===== src/hdl/dct_pkg.sv =====
// package: register map, field layout, reset values and carriers for the dram command timing block
package dct_pkg;
  // register byte addresses
  localparam logic [7:0] DCT_OFS_CFG_ONE = 8'h00;
  localparam logic [7:0] DCT_OFS_CFG_TWO = 8'h04;
  localparam logic [7:0] DCT_OFS_CAL_LAT = 8'h08;
  localparam logic [7:0] DCT_OFS_DLL_BYP = 8'h0C;
  localparam logic [7:0] DCT_OFS_STATUS  = 8'h10;
  // field positions in the second delay register
  localparam int DCT_POS_RBEND  = 28;
  localparam int DCT_POS_PRE2ACT = 24;
  localparam int DCT_POS_ACT2COL = 20;
  localparam int DCT_POS_ACT2ACT = 16;
  localparam int DCT_POS_WR2PRE = 12;
  localparam int DCT_POS_RD2PRE = 8;
  localparam int DCT_POS_PREALL = 0;
  // overflow bit of write-to-precharge in the first register
  localparam int DCT_POS_WR2PRE_OVF = 26;
  // calibration latency fields
  localparam int DCT_POS_PHYCLK = 4;
  localparam int DCT_POS_CAPCLK = 0;
  // dll bypass bit
  localparam int DCT_POS_DLLBYP = 24;
  // reset values
  localparam logic [31:0] DCT_RST_CFG_ONE = 32'h0000_0000;
  localparam logic [31:0] DCT_RST_CFG_TWO = 32'h0000_0000;
  localparam logic [3:0]  DCT_RST_PHYCLK  = 4'h4;
  localparam logic [3:0]  DCT_RST_CAPCLK  = 4'h3;
  localparam logic        DCT_RST_DLLBYP  = 1'b1;
  // writable masks
  localparam logic [31:0] DCT_MSK_CFG_TWO = 32'hFFFF_FF0F;
  localparam logic [31:0] DCT_MSK_CFG_ONE = 32'h0400_0000;
  localparam logic [31:0] DCT_MSK_CAL_LAT = 32'h0000_00FF;
  localparam logic [31:0] DCT_MSK_DLL_BYP = 32'h0100_0000;

  // command kinds from the scheduler
  typedef enum logic [2:0] {
    DCT_CMD_NOP, DCT_CMD_ACT, DCT_CMD_RD, DCT_CMD_WR, DCT_CMD_PRE, DCT_CMD_PREALL, DCT_CMD_REF
  } dct_cmd_e;

  // one command request
  typedef struct packed {
    logic     valid;
    dct_cmd_e kind;
    logic [2:0] bank;
  } dct_req_s;

  // phy delay settings
  typedef struct packed {
    logic [3:0] phyClkDly;
    logic [3:0] read_capture_clock_delay;
    logic       dllBypass;
  } dct_phy_s;
endpackage


===== src/hdl/dct_delay_counter.sv =====
// one spacing counter: loads a minimum spacing and counts down to zero
`timescale 1ns/10ps
module dct_delay_counter #(
  parameter int WIDTH = 5
) (
  // clock and reset
  input  wire logic             clk_sys,
  input  wire logic             reset_n,
  // control
  input  wire logic             start,
  input  wire logic [WIDTH-1:0] loadValue,
  // state
  output logic                  busy
);
  logic [WIDTH-1:0] count_q;

  // a value of n blocks the n-1 cycles after the start cycle
  always_ff @(posedge clk_sys or negedge reset_n)
  begin
    if (!reset_n)
      count_q <= '0;
    else if (start)
      count_q <= (loadValue > 1) ? WIDTH'(loadValue - 1'b1) : '0;
    else if (count_q != '0)
      count_q <= WIDTH'(count_q - 1'b1);
  end

  assign busy = (count_q != '0);
endmodule // dct_delay_counter


===== src/hdl/dram_command_timing_delays.sv =====
// dram command spacing enforcement with its delay, calibration and dll registers
//
// How it works
// - read burst busy for read-burst-end clocks
// - precharge to activate wait, same bank
// - activate to column wait, same bank
// - activate to activate wait, other bank
// - write to precharge wait, same bank
// - overflow bit extends write-to-precharge to five bits
// - read to precharge wait, same bank
// - precharge-all blocks activate and refresh
// - phy output clock delay, bits 7:4
// - read capture clock delay, bits 3:0
// - dll bypass bit 24 selects digital dll
// - unused bits ignore writes, read zero
`timescale 1ns/10ps
module dram_command_timing_delays #(
  parameter int NUM_BANKS = 8
) (
  // clock and reset
  input  wire logic              clk_sys,
  input  wire logic              reset_n,
  // register port
  input  wire logic [7:0]        regAddr,
  input  wire logic [31:0]       regWrData,
  input  wire logic              regWrite,
  input  wire logic              regRead,
  output logic [31:0]            regRdData,
  // scheduler request and grant
  input  dct_pkg::dct_req_s      cmdReq,
  output logic                   cmdGrant,
  output dct_pkg::dct_req_s      cmdIssued,
  // status and phy controls
  output logic                   readBurstBusy,
  output dct_pkg::dct_phy_s      phyCtrl
);
  import dct_pkg::*;

  logic [31:0] cfgTwo_q;
  logic [31:0] cfgOne_q;
  logic [7:0]  calLat_q;
  logic        dllByp_q;
  logic [31:0] regRdData_q;
  logic        cmdGrant_q;
  dct_req_s    cmdIssued_q;
  logic        readBurstBusy_q;
  dct_phy_s    phyCtrl_q;

  // field views
  logic [3:0] read_burst_end_delay;
  logic [3:0] pre2ActDly;
  logic [3:0] act2ColDly;
  logic [3:0] act2ActDly;
  logic [4:0] wr2PreDly;
  logic [3:0] rd2PreDly;
  logic [3:0] preAllDly;

  assign read_burst_end_delay   = cfgTwo_q[DCT_POS_RBEND +: 4];
  assign pre2ActDly = cfgTwo_q[DCT_POS_PRE2ACT +: 4];
  assign act2ColDly = cfgTwo_q[DCT_POS_ACT2COL +: 4];
  assign act2ActDly = cfgTwo_q[DCT_POS_ACT2ACT +: 4];
  assign wr2PreDly  = {cfgOne_q[DCT_POS_WR2PRE_OVF], cfgTwo_q[DCT_POS_WR2PRE +: 4]};
  assign rd2PreDly  = cfgTwo_q[DCT_POS_RD2PRE +: 4];
  assign preAllDly  = cfgTwo_q[DCT_POS_PREALL +: 4];

  // write strobe per register; one process per register keeps each concern apart
  logic wrCfgTwo;
  logic wrCfgOne;
  logic wrCalLat;
  logic wrDllByp;

  assign wrCfgTwo = regWrite && (regAddr == DCT_OFS_CFG_TWO);
  assign wrCfgOne = regWrite && (regAddr == DCT_OFS_CFG_ONE);
  assign wrCalLat = regWrite && (regAddr == DCT_OFS_CAL_LAT);
  assign wrDllByp = regWrite && (regAddr == DCT_OFS_DLL_BYP);

  // second delay register, all seven spacing fields
  // bits 7:4 dropped by the mask
  always_ff @(posedge clk_sys or negedge reset_n)
  begin
    if (!reset_n)
      cfgTwo_q <= DCT_RST_CFG_TWO;
    else if (wrCfgTwo)
      cfgTwo_q <= regWrData & DCT_MSK_CFG_TWO;
  end

  // first delay register; only the write-to-precharge overflow bit lives here
  // all other bits dropped
  always_ff @(posedge clk_sys or negedge reset_n)
  begin
    if (!reset_n)
      cfgOne_q <= DCT_RST_CFG_ONE;
    else if (wrCfgOne)
      cfgOne_q <= regWrData & DCT_MSK_CFG_ONE;
  end

  // calibration latency, reset to the recommended settings
  // phy output clock delay and read capture clock delay
  always_ff @(posedge clk_sys or negedge reset_n)
  begin
    if (!reset_n)
      calLat_q <= {DCT_RST_PHYCLK, DCT_RST_CAPCLK};
    else if (wrCalLat)
      calLat_q <= regWrData[7:0];
  end

  // dll bypass; zero is reserved, stored anyway and left to software to avoid
  // bypass bit stored
  always_ff @(posedge clk_sys or negedge reset_n)
  begin
    if (!reset_n)
      dllByp_q <= DCT_RST_DLLBYP;
    else if (wrDllByp)
      dllByp_q <= regWrData[DCT_POS_DLLBYP];
  end

  // read data one cycle after the strobe, zero elsewhere and for unmapped addresses
  // reads have no side effects, so polling any address is harmless
  always_ff @(posedge clk_sys or negedge reset_n)
  begin
    if (!reset_n)
      regRdData_q <= 32'h0000_0000;
    else if (regRead)
    begin
      case (regAddr)
        DCT_OFS_CFG_TWO: regRdData_q <= cfgTwo_q;
        DCT_OFS_CFG_ONE: regRdData_q <= cfgOne_q;
        DCT_OFS_CAL_LAT: regRdData_q <= {24'h00_0000, calLat_q};
        DCT_OFS_DLL_BYP: regRdData_q <= {7'h00, dllByp_q, 24'h00_0000};
        DCT_OFS_STATUS:  regRdData_q <= {31'h0000_0000, readBurstBusy_q};
        default:         regRdData_q <= 32'h0000_0000;
      endcase
    end
    else
      regRdData_q <= 32'h0000_0000;
  end

  // command decode of the issuing cycle
  // decoded straight from the request, so a refused command costs no state
  logic isAct;
  logic isRd;
  logic isWr;
  logic isPre;
  logic isPreAll;
  logic isRef;
  logic issue;

  assign isAct    = cmdReq.valid && (cmdReq.kind == DCT_CMD_ACT);
  assign isRd     = cmdReq.valid && (cmdReq.kind == DCT_CMD_RD);
  assign isWr     = cmdReq.valid && (cmdReq.kind == DCT_CMD_WR);
  assign isPre    = cmdReq.valid && (cmdReq.kind == DCT_CMD_PRE);
  assign isPreAll = cmdReq.valid && (cmdReq.kind == DCT_CMD_PREALL);
  assign isRef    = cmdReq.valid && (cmdReq.kind == DCT_CMD_REF);

  // per-bank and shared busy flags
  logic [NUM_BANKS-1:0] pre2ActBusy;
  logic [NUM_BANKS-1:0] act2ColBusy;
  logic [NUM_BANKS-1:0] wr2PreBusy;
  logic [NUM_BANKS-1:0] rd2PreBusy;
  logic [NUM_BANKS-1:0] bankSel;
  logic                 act2ActBusy;
  logic                 preAllBusy;
  logic                 rbEndBusy;
  logic [2:0]           lastActBank_q;

  // per-bank spacing counters, started only by granted commands
  // a counter loaded with n holds off its command for n-1 cycles after the
  // issuing cycle, so that command is allowed exactly n cycles after issue
  // counters begin at issue
  genvar gb;
  generate
    for (gb = 0; gb < NUM_BANKS; gb++)
    begin : g_bank
      assign bankSel[gb] = (cmdReq.bank == 3'(gb));
      dct_delay_counter #(.WIDTH(5)) u_pre2act (
        .clk_sys   (clk_sys),
        .reset_n   (reset_n),
        .start     (issue && ((isPre && bankSel[gb]) || isPreAll)),
        .loadValue ({1'b0, pre2ActDly}),
        .busy      (pre2ActBusy[gb])
      );
      dct_delay_counter #(.WIDTH(5)) u_act2col (
        .clk_sys   (clk_sys),
        .reset_n   (reset_n),
        .start     (issue && isAct && bankSel[gb]),
        .loadValue ({1'b0, act2ColDly}),
        .busy      (act2ColBusy[gb])
      );
      // write to precharge, five bit count
      // the overflow bit lets this reach 31 clocks
      dct_delay_counter #(.WIDTH(5)) u_wr2pre (
        .clk_sys   (clk_sys),
        .reset_n   (reset_n),
        .start     (issue && isWr && bankSel[gb]),
        .loadValue (wr2PreDly),
        .busy      (wr2PreBusy[gb])
      );
      dct_delay_counter #(.WIDTH(5)) u_rd2pre (
        .clk_sys   (clk_sys),
        .reset_n   (reset_n),
        .start     (issue && isRd && bankSel[gb]),
        .loadValue ({1'b0, rd2PreDly}),
        .busy      (rd2PreBusy[gb])
      );
    end
  endgenerate

  // activate spacing, checked only for another bank
  // one chip select here, so one counter serves every bank
  dct_delay_counter #(.WIDTH(5)) u_act2act (
    .clk_sys   (clk_sys),
    .reset_n   (reset_n),
    .start     (issue && isAct),
    .loadValue ({1'b0, act2ActDly}),
    .busy      (act2ActBusy)
  );

  dct_delay_counter #(.WIDTH(5)) u_preall (
    .clk_sys   (clk_sys),
    .reset_n   (reset_n),
    .start     (issue && isPreAll),
    .loadValue ({1'b0, preAllDly}),
    .busy      (preAllBusy)
  );

  // read burst end window
  // a read during a burst restarts the count, so the window covers the latest burst
  dct_delay_counter #(.WIDTH(5)) u_rbend (
    .clk_sys   (clk_sys),
    .reset_n   (reset_n),
    .start     (issue && isRd),
    .loadValue ({1'b0, read_burst_end_delay}),
    .busy      (rbEndBusy)
  );

  // last activated bank, used to tell same-bank from other-bank activates
  // only the latest activate is kept: any older one restarted the same counter
  // earlier, so it can never be the binding constraint
  always_ff @(posedge clk_sys or negedge reset_n)
  begin
    if (!reset_n)
      lastActBank_q <= 3'h0;
    else if (issue && isAct)
      lastActBank_q <= cmdReq.bank;
  end

  // grant decision; a blocked command is simply held off, the scheduler retries.
  // a held request is granted again on every allowed cycle, so the scheduler
  // must drop or change its request in the cycle after the grant
  logic actBlocked;
  logic refBlocked;
  logic colBlocked;
  logic preBlocked;
  logic preAllBlocked;
  logic allowed;

  // activate and refresh wait on precharge-all
  // another bank waits on the last activate
  assign actBlocked    = pre2ActBusy[cmdReq.bank] || preAllBusy
                         || (act2ActBusy && (cmdReq.bank != lastActBank_q));
  assign refBlocked    = preAllBusy;
  assign colBlocked    = act2ColBusy[cmdReq.bank];
  assign preBlocked    = wr2PreBusy[cmdReq.bank] || rd2PreBusy[cmdReq.bank];
  // precharge-all must respect every bank's write and read recovery
  assign preAllBlocked = (|wr2PreBusy) || (|rd2PreBusy);

  // only the blocking term of the requested kind counts
  always_comb
  begin
    allowed = 1'b1;
    if (isAct && actBlocked)
      allowed = 1'b0;
    if (isRef && refBlocked)
      allowed = 1'b0;
    if ((isRd || isWr) && colBlocked)
      allowed = 1'b0;
    if (isPre && preBlocked)
      allowed = 1'b0;
    if (isPreAll && preAllBlocked)
      allowed = 1'b0;
  end

  assign issue = cmdReq.valid && allowed;

  // registered grant and issued command; zero spacing gives back-to-back issue
  // an idle cycle shows an all-zero no-op, never a stale copy
  always_ff @(posedge clk_sys or negedge reset_n)
  begin
    if (!reset_n)
    begin
      cmdGrant_q  <= 1'b0;
      cmdIssued_q <= '{valid: 1'b0, kind: DCT_CMD_NOP, bank: 3'h0};
    end
    else
    begin
      cmdGrant_q  <= issue;
      cmdIssued_q <= issue ? cmdReq : '{valid: 1'b0, kind: DCT_CMD_NOP, bank: 3'h0};
    end
  end

  // burst busy flag follows the counter plus the issuing cycle
  always_ff @(posedge clk_sys or negedge reset_n)
  begin
    if (!reset_n)
      readBurstBusy_q <= 1'b0;
    else
      readBurstBusy_q <= (issue && isRd && (read_burst_end_delay != 4'h0)) || rbEndBusy;
  end

  // phy controls, registered copies of the settings
  // the phy sees a write one cycle late; software should only change these
  // while the memory interface is idle
  always_ff @(posedge clk_sys or negedge reset_n)
  begin
    if (!reset_n)
      phyCtrl_q <= '{phyClkDly: DCT_RST_PHYCLK, read_capture_clock_delay: DCT_RST_CAPCLK, dllBypass: DCT_RST_DLLBYP};
    else
    begin
      phyCtrl_q.phyClkDly <= calLat_q[DCT_POS_PHYCLK +: 4];
      phyCtrl_q.read_capture_clock_delay <= calLat_q[DCT_POS_CAPCLK +: 4];
      // digital dll selected by bypass bit
      phyCtrl_q.dllBypass <= dllByp_q;
    end
  end

  // every output is a flop, so no request path reaches a pin combinationally
  assign regRdData     = regRdData_q;
  assign cmdGrant      = cmdGrant_q;
  assign cmdIssued     = cmdIssued_q;
  assign readBurstBusy = readBurstBusy_q;
  assign phyCtrl       = phyCtrl_q;
endmodule // dram_command_timing_delays


===== config.mk =====
export PLATFORM = sky130hd
export DESIGN_NAME = dram_command_timing_delays
export DESIGN_NICKNAME = d
export VERILOG_FILES = /design/src/hdl/dct_pkg.sv /design/src/hdl/dct_delay_counter.sv /design/src/hdl/dram_command_timing_delays.sv
export SDC_FILE = /design/constraint.sdc
export NUM_CORES = 1
export LEC_CHECK = 0
export BUFFER_PORTS_ARGS = -buffer_cell sky130_fd_sc_hd__buf_2
export CORE_AREA = 2 2 155 157
export CTS_CLUSTER_SIZE = 14
export DETAILED_ROUTE_END_ITERATION = 10
export DIE_AREA = 0 0 157 159
export PLACE_DENSITY = 0.88
export SLEW_MARGIN = 10
export SYNTH_ARGS = -nofsm -noshare
export SYNTH_HDL_FRONTEND = slang
export SYNTH_SLANG_ARGS = --single-unit
export TNS_END_PERCENT = 10

===== constraint.sdc =====
create_clock -name clk_sys -period 8.65 [get_ports clk_sys]
set_input_delay 2.1625 -clock clk_sys [delete_from_list [all_inputs] [get_ports clk_sys]]
set_output_delay 2.1625 -clock clk_sys [all_outputs]
set_load 0.01 [all_outputs]

==> out/results.md, run 1 <==
STA
- **Post-Route Setup TNS** 0 ns
- **slew at the pin closest to its max-slew limit** 1.14 ns
- **Final Cycle Share** 60.5%
- **Final WS setup** 3.42 ns
- **RSZ-0062 raised after global routing** false
- **final worst path period need** 5.23 ns
- **Max Fclk** 0.191 GHz
- **clock skew after layout** 0.0118 ns
- **count of final max-slew check failures** 0
- **final setup violation count** 0
- **worst slew margin relative to its limit** 23.3%
- **number of failing hold endpoints at the final stage** 0

Route
- **vias per std cell** 5.97
- **detailed-routing iteration count for the pre-antenna-repair pass** 5
- **Detail Route Antenna Nets** 0
- **average wire per standard cell** 18.7 µm
- **number of DRC markers in iteration 0** 696
- **DRC errors left** 0
- **wire length after detailed routing** 34900 µm
- **Via Count** 11100

Global routing
- **Overflow after GRT** 0
- **initial antenna violation count** 1
- **first-pass GRT wire length** 57600 µm
- **vias in the first global route** 11500
- **maximum number of pins on one net before global-route repair** 169
- **GR Util All Layers** 28.6%

Min path
- **Tightest Hold Check Type** reg -> reg

Floorplan
- **I/O pin total** 101
- **Die Span X** 157 µm
- **row cnt** 56
- **area of the core** 0.0232 mm²
- **total die area** 0.0250 mm²
- **die boundary height** 159 µm
- **Initial Util** 65.0%

Logic synthesis
- **Synth Register Bits** 266
- **number of distinct standard cells referenced by the synthesized netlist** 66
- **Mapped Cells** 1423
- **cell area after synthesis** 0.0151 mm²
- **Yosys top cell area share** 42.8%
- **leading cell types by total area after synthesis** sky130_fd_sc_hd__dfrtp_1 (43%), sky130_fd_sc_hd__mux2i_1 (11%), sky130_fd_sc_hd__ha_1 (7.1%), sky130_fd_sc_hd__xor2_1 (3.5%), sky130_fd_sc_hd__nand2_1 (3.3%)
- **average cell area after synthesis** 10.6 µm²
- **number of enable-type register cells in the synthesized netlist** 0
- **main flop type after synthesis** sky130_fd_sc_hd__dfrtp_1
- **nets in the synthesized netlist** 1559
- **Seq/Total Area, Yosys** 44.2%
- **post-synthesis async set-or-reset flop share** 100%
- **post-synth top area cell** sky130_fd_sc_hd__dfrtp_1
- **number of synthesis warnings** 0

Placement
- **Placed Instances** 1809
- **global placer's final weighted congestion** 0.862
- **DP Wirelength** 23900 µm
- **Placement Setup Slack** 2.96 ns
- **Port Buf Inserts** 100

Critical path
- **critical-path maximum fanout** 18
- **required time of the worst setup path** 9.10 ns
- **worst endpoint data arrival time** 5.68 ns
- **type of the worst setup path** in -> reg
- **Worst setup EP type** register
- **kind of start point of the critical path** primary input

Clock tree
- **buffer count from post-CTS setup fixing** 0
- **TritonCTS Buffers** 28
- **hold buffer count at cts** 0
- **Num Clock Sinks** 266
- **count of instances resized after the clock tree is built** 0
- **CTS tree** yes
- **count of H-tree levels built during CTS** 1
- **Bufs on Longest Clock Path** 3
- **buffer cell driving the clock tree root** sky130_fd_sc_hd__clkbuf_16
- **insertion delay to the later sink of the worst-skew pair** 0.55 ns
- **register clock-pin slew on the reported worst setup and hold paths** 0.06 ns

Pwr
- **largest vdd supply drop** 0.000203 V
- **Static Leakage** 7.92 nW
- **pwr dens** 322 mW/mm²

Cells and area
- **Area Growth Syn to Fin** 12.0%
- **layout cells sized above 1** 16.3%
- **number of fill cells** 1476
- **NumNets Final** 1656
- **count of inserted antenna diode cells** 0
- **Layout Cells excl Fill** 1861

Run
- **reported max-cap violation count** 0

Status
- **result of the run** complete, no violations

## area by class of cell
type	instances	area, µm²	share of cell area, %
multi-input cells	1018	7880	46.6
flip-flops and latches	266	6670	39.5
clock buffers	42	835	4.94
repair buffers	114	628	3.72
well taps	319	399	2.36
inverters	92	345	2.05
clock inverters	10	134	0.793
## worst max-delay path, cell delays in order
cell and delay (ns):
sky130_fd_sc_hd__buf_2 0.39, sky130_fd_sc_hd__clkinv_1 0.79, sky130_fd_sc_hd__nor3_1 0.53, sky130_fd_sc_hd__nand4_1 0.78, sky130_fd_sc_hd__nor2_1 0.76, sky130_fd_sc_hd__mux2i_1 0.26
## per-stage QoR
step	hold slack, ns	area (µm²)	power [mW]	util (%)
2_1_floorplan	0.357	15100	3.64	-
3_3_place_gp	0.361	15900	3.96	68.6
3_5_place_dp	0.365	15900	4.14	68.6
4_1_cts	0.374	16900	5.44	72.8
5_1_grt	0.381	16900	5.84	72.8
6_report	0.374	16900	5.44	72.8
## final timing paths
check / startpoint / to / slack (ns) / cells after the start
min: calLat_q[6] / phyCtrl[7] / 0.37 / 0
max: cmdReq[3] / g_bank[1].u_act2col.count_q[4] / 3.42 / 6
max in group asynchronous: reset_n / cfgTwo_q[30] / 5.65 / 2
min in group asynchronous: reset_n / g_bank[2].u_act2col.count_q[4] / 1.60 / 1
min reg2reg: calLat_q[6] / phyCtrl[7] / 0.37 / 0
max reg2reg: u_act2act.count_q[0] / g_bank[1].u_act2col.count_q[4] / 4.46 / 8
## metal layers
metal	vias to the layer above	global-route usage, %	routed length, µm
li1	5109	-	-
met1	5522	36.1	13900
met2	388	48.6	17300
met3	93	5.82	2510
met4	2	10.7	1150
met5	-	0	11
## cell families after synthesis
group | Yosys count | share of synthesized area (%)
muxes | 218 | 14.9
buffers and inverters | 139 | 3.74
DFF | 266 | 44.2
AOI/OAI and AO/OA | 133 | 5.87
adders and majority gates | 85 | 7.06
and+or+nand+nor | 477 | 18.1
xor gates and xnor gates | 105 | 6.10
## state kept, by name, summed over array words and instances, names as in the netlist, 3 cells and up
name,cells
g_bank.u_pre2act.count_q,40
calLat_q,8
lastActBank_q,3
g_bank.u_rd2pre.count_q,40
g_bank.u_act2col.count_q,40
phyCtrl,9
u_rbend.count_q,5
u_preall.count_q,5
regRdData,32
u_act2act.count_q,5
g_bank.u_wr2pre.count_q,40
cmdIssued,7
cfgTwo_q,28
## Yosys cell counts, types with 13 or more instances
cell	instances
sky130_fd_sc_hd__a21oi_1	60
sky130_fd_sc_hd__and2_1	22
sky130_fd_sc_hd__clkbuf_1	30
sky130_fd_sc_hd__dfrtp_1	258
sky130_fd_sc_hd__ha_1	85
sky130_fd_sc_hd__inv_1	91
sky130_fd_sc_hd__mux2_2	35
sky130_fd_sc_hd__mux2i_1	172
sky130_fd_sc_hd__nand2_1	131
sky130_fd_sc_hd__nand2b_1	27
sky130_fd_sc_hd__nand3_1	13
sky130_fd_sc_hd__nor2_1	77
sky130_fd_sc_hd__nor3_1	92
sky130_fd_sc_hd__o21ai_0	43
sky130_fd_sc_hd__xnor2_1	44
sky130_fd_sc_hd__xor2_1	61
## where the power goes
group / internal (mW) / switching [mW] / leakage [nW] / total (mW)
Clock: 0.755 / 0.503 / 0.472 / 1.26
Sequential: 1.71 / 0.389 / 3.27 / 2.10
Combinational: 0.959 / 1.13 / 4.19 / 2.09
## layout by cell type (no fill, tap or decap), drive strengths merged, types with 5 or more instances in the layout
cell type / synthesis / routed
o31ai: 8 / 8
a2111oi: 7 / 7
buf: 17 / 114
ha: 85 / 85
nand2b: 27 / 27
mux2: 45 / 45
o21ai: 46 / 46
mux2i: 172 / 172
nor4: 12 / 12
or3: 8 / 8
nor2: 79 / 79
nand4: 8 / 8
or4b: 19 / 19
dfrtp: 258 / 258
inv: 91 / 92
nor4b: 16 / 16
or4: 6 / 6
xor2: 61 / 61
xnor2: 44 / 44
nand3b: 8 / 8
nand3: 13 / 13
nor3: 98 / 98
nor2b: 12 / 12
clkbuf: 30 / 42
dfstp: 8 / 8
a21oi: 60 / 60
clkinv: 1 / 5
nand2: 132 / 132
and2: 23 / 23
No activity file was read; power rests on OpenSTA's default activity.
==> run 2, diff against run 1 <==
Settings changed: CORE_AREA 2 2 155 157 to 2 2 168 170, DIE_AREA 0 0 157 159 to 0 0 170 172, PLACE_DENSITY 0.88 to 0.79.
Clock period 8.65 ns to 4.7 ns, I/O delays scaled along.
==> out/results.md, run 2 (synthesis results as in run 1) <==
Status
- **result of the run** complete, no violations

Min path
- **Worst Hold Depth** 0
- **Tightest Hold Check Type** reg -> reg

Floorplan
- **row cnt** 61
- **Initial Util** 54.9%
- **die boundary height** 172 µm
- **Die Span X** 170 µm
- **I/O pin total** 101
- **area of the core** 0.0275 mm²
- **total die area** 0.0292 mm²

Global routing
- **Overflow after GRT** 0
- **maximum number of pins on one net before global-route repair** 105
- **GR Util All Layers** 23.7%
- **vias in the first global route** 11100
- **first-pass GRT wire length** 55900 µm
- **initial antenna violation count** 0

Cells and area
- **layout cells sized above 1** 17.5%
- **most used cells in the layout excluding fill and tap cells** sky130_fd_sc_hd__dfrtp_1 (258), sky130_fd_sc_hd__mux2i_1 (172), sky130_fd_sc_hd__nand2_1 (131)
- **NumNets Final** 1669
- **Area Growth Syn to Fin** 13.2%
- **count of inserted antenna diode cells** 0
- **most common cell after layout, fill and taps aside** sky130_fd_sc_hd__dfrtp_1
- **cell area after layout** 0.0171 mm²

Placement
- **instance area after placement** 0.0160 mm²
- **Port Buf Inserts** 100
- **global placer's final weighted congestion** 0.927
- **DP Wirelength** 24100 µm

STA
- **Max Fclk** 0.283 GHz
- **slew at the pin closest to its max-slew limit** 1.13 ns
- **clock skew after layout** 0.0214 ns
- **Final Cycle Share** 75.3%
- **RSZ-0062 raised after global routing** false
- **final worst path period need** 3.54 ns
- **count of final max-slew check failures** 0
- **worst slew margin relative to its limit** 24.3%
- **number of failing hold endpoints at the final stage** 0
- **Post-Route Setup TNS** 0 ns
- **final setup violation count** 0

Route
- **number of DRC markers in iteration 0** 723
- **detailed-routing iteration count for the pre-antenna-repair pass** 5
- **wire length after detailed routing** 33700 µm
- **Detail Route Antenna Nets** 0
- **DRC errors left** 0
- **vias per std cell** 5.68
- **Via Count** 10800
- **average wire per standard cell** 17.7 µm

Pwr
- **Static Leakage** 8.00 nW
- **largest vdd supply drop** 0.000333 V
- **pwr dens** 588 mW/mm²

Critical path
- **worst endpoint data arrival time** 3.99 ns
- **type of the worst setup path** reg -> reg
- **required time of the worst setup path** 5.16 ns
- **number of cells on the worst reg-to-reg path** 9
- **kind of start point of the critical path** register
- **biggest cell delay along the critical path** 0.58 ns
- **critical-path maximum fanout** 6
- **chain of cells forming the critical path** inv_1 > ha_1 > or4b_1 > mux2_2 > a221oi_1 > nand4_1 > buf_4 > nor2_1 > mux2i_1
- **Worst setup EP type** register
- **Critical Path Slowest Stage Cell** sky130_fd_sc_hd__or4b_1

Clock tree
- **Num Clock Sinks** 266
- **TritonCTS Buffers** 29
- **count of H-tree levels built during CTS** 1
- **buffer count from post-CTS setup fixing** 0
- **Bufs on Longest Clock Path** 3
- **hold buffer count at cts** 0
- **buffer cell driving the clock tree root** sky130_fd_sc_hd__clkbuf_16
- **insertion delay to the later sink of the worst-skew pair** 0.55 ns
- **count of instances resized after the clock tree is built** 0
- **CTS tree** yes
- **register clock-pin slew on the reported worst setup and hold paths** 0.06 ns

Run
- **reported max-cap violation count** 0

==> run 2: cell count changes in the layout (fill, tap and decap cells not counted), sizes merged <==
cell and delta:
buf +12, bufinv +1, clkbuf -6, clkinv +4
clkinvlp +2
==> run 2: area by class of cell <==
type	count	area (µm²)
well taps	346	433
multi-input cells	1018	7890
fillers	2169	10400
repair buffers	126	718
flip-flops and latches	266	6670
clock buffers	36	802
clock inverters	17	206
inverters	92	345
==> run 2: path summary, 6_finish.rpt <==
kind,startpoint,endpoint,slack (ns)
min,calLat_q[6],phyCtrl[7],0.37
min reg2reg,calLat_q[6],phyCtrl[7],0.37
max,g_bank[0].u_pre2act.count_q[0],g_bank[2].u_act2col.count_q[4],1.16
max in group asynchronous,reset_n,g_bank[5].u_wr2pre.count_q[4],3.04
max reg2reg,g_bank[0].u_pre2act.count_q[0],g_bank[2].u_act2col.count_q[4],1.16
min in group asynchronous,reset_n,g_bank[2].u_act2col.count_q[4],0.58
==> run 2: power by group <==
group | switching, mW | leakage [nW] | internal (mW)
Sequential | 0.718 | 3.27 | 3.14
Combinational | 2.01 | 4.25 | 1.78
Clock | 0.949 | 0.489 | 1.43
Total | 3.68 | 8.00 | 6.35
==> run 2: critical path: cells and delay by family (launching register included) <==
kind                       cells  cell delay [ns]
AOI/OAI and AO/OA              1             0.51
adders and majority gates      1             0.18
buffers and inverters          2             0.39
DFF                            1             0.41
muxes                          2             0.58
and+or+nand+nor                3             1.37
==> run 2: per-layer routing <==
metal	track usage, %	routed length (µm)	up-vias
met2	42.3	16800	257
li1	-	-	5125
met3	4.10	1760	60
met5	0	0	-
met4	6.99	686	0
met1	29.6	14400	5348
==> run 2: through the flow <==
step | utilization (%) | power, mW | hold slack (ns) | setup slack (ns) | cells
floorplan | - | 6.70 | 0.357 | 1.34 | 1423
global placement | 58.4 | 7.32 | 0.360 | 1.14 | 1848
detailed placement | 58.4 | 7.61 | 0.365 | 1.03 | 1848
CTS | 62.1 | 10.1 | 0.374 | 1.21 | 1901
global route | 62.1 | 10.8 | 0.377 | 0.973 | 1901
finish | 62.1 | 10.0 | 0.372 | 1.16 | 1901
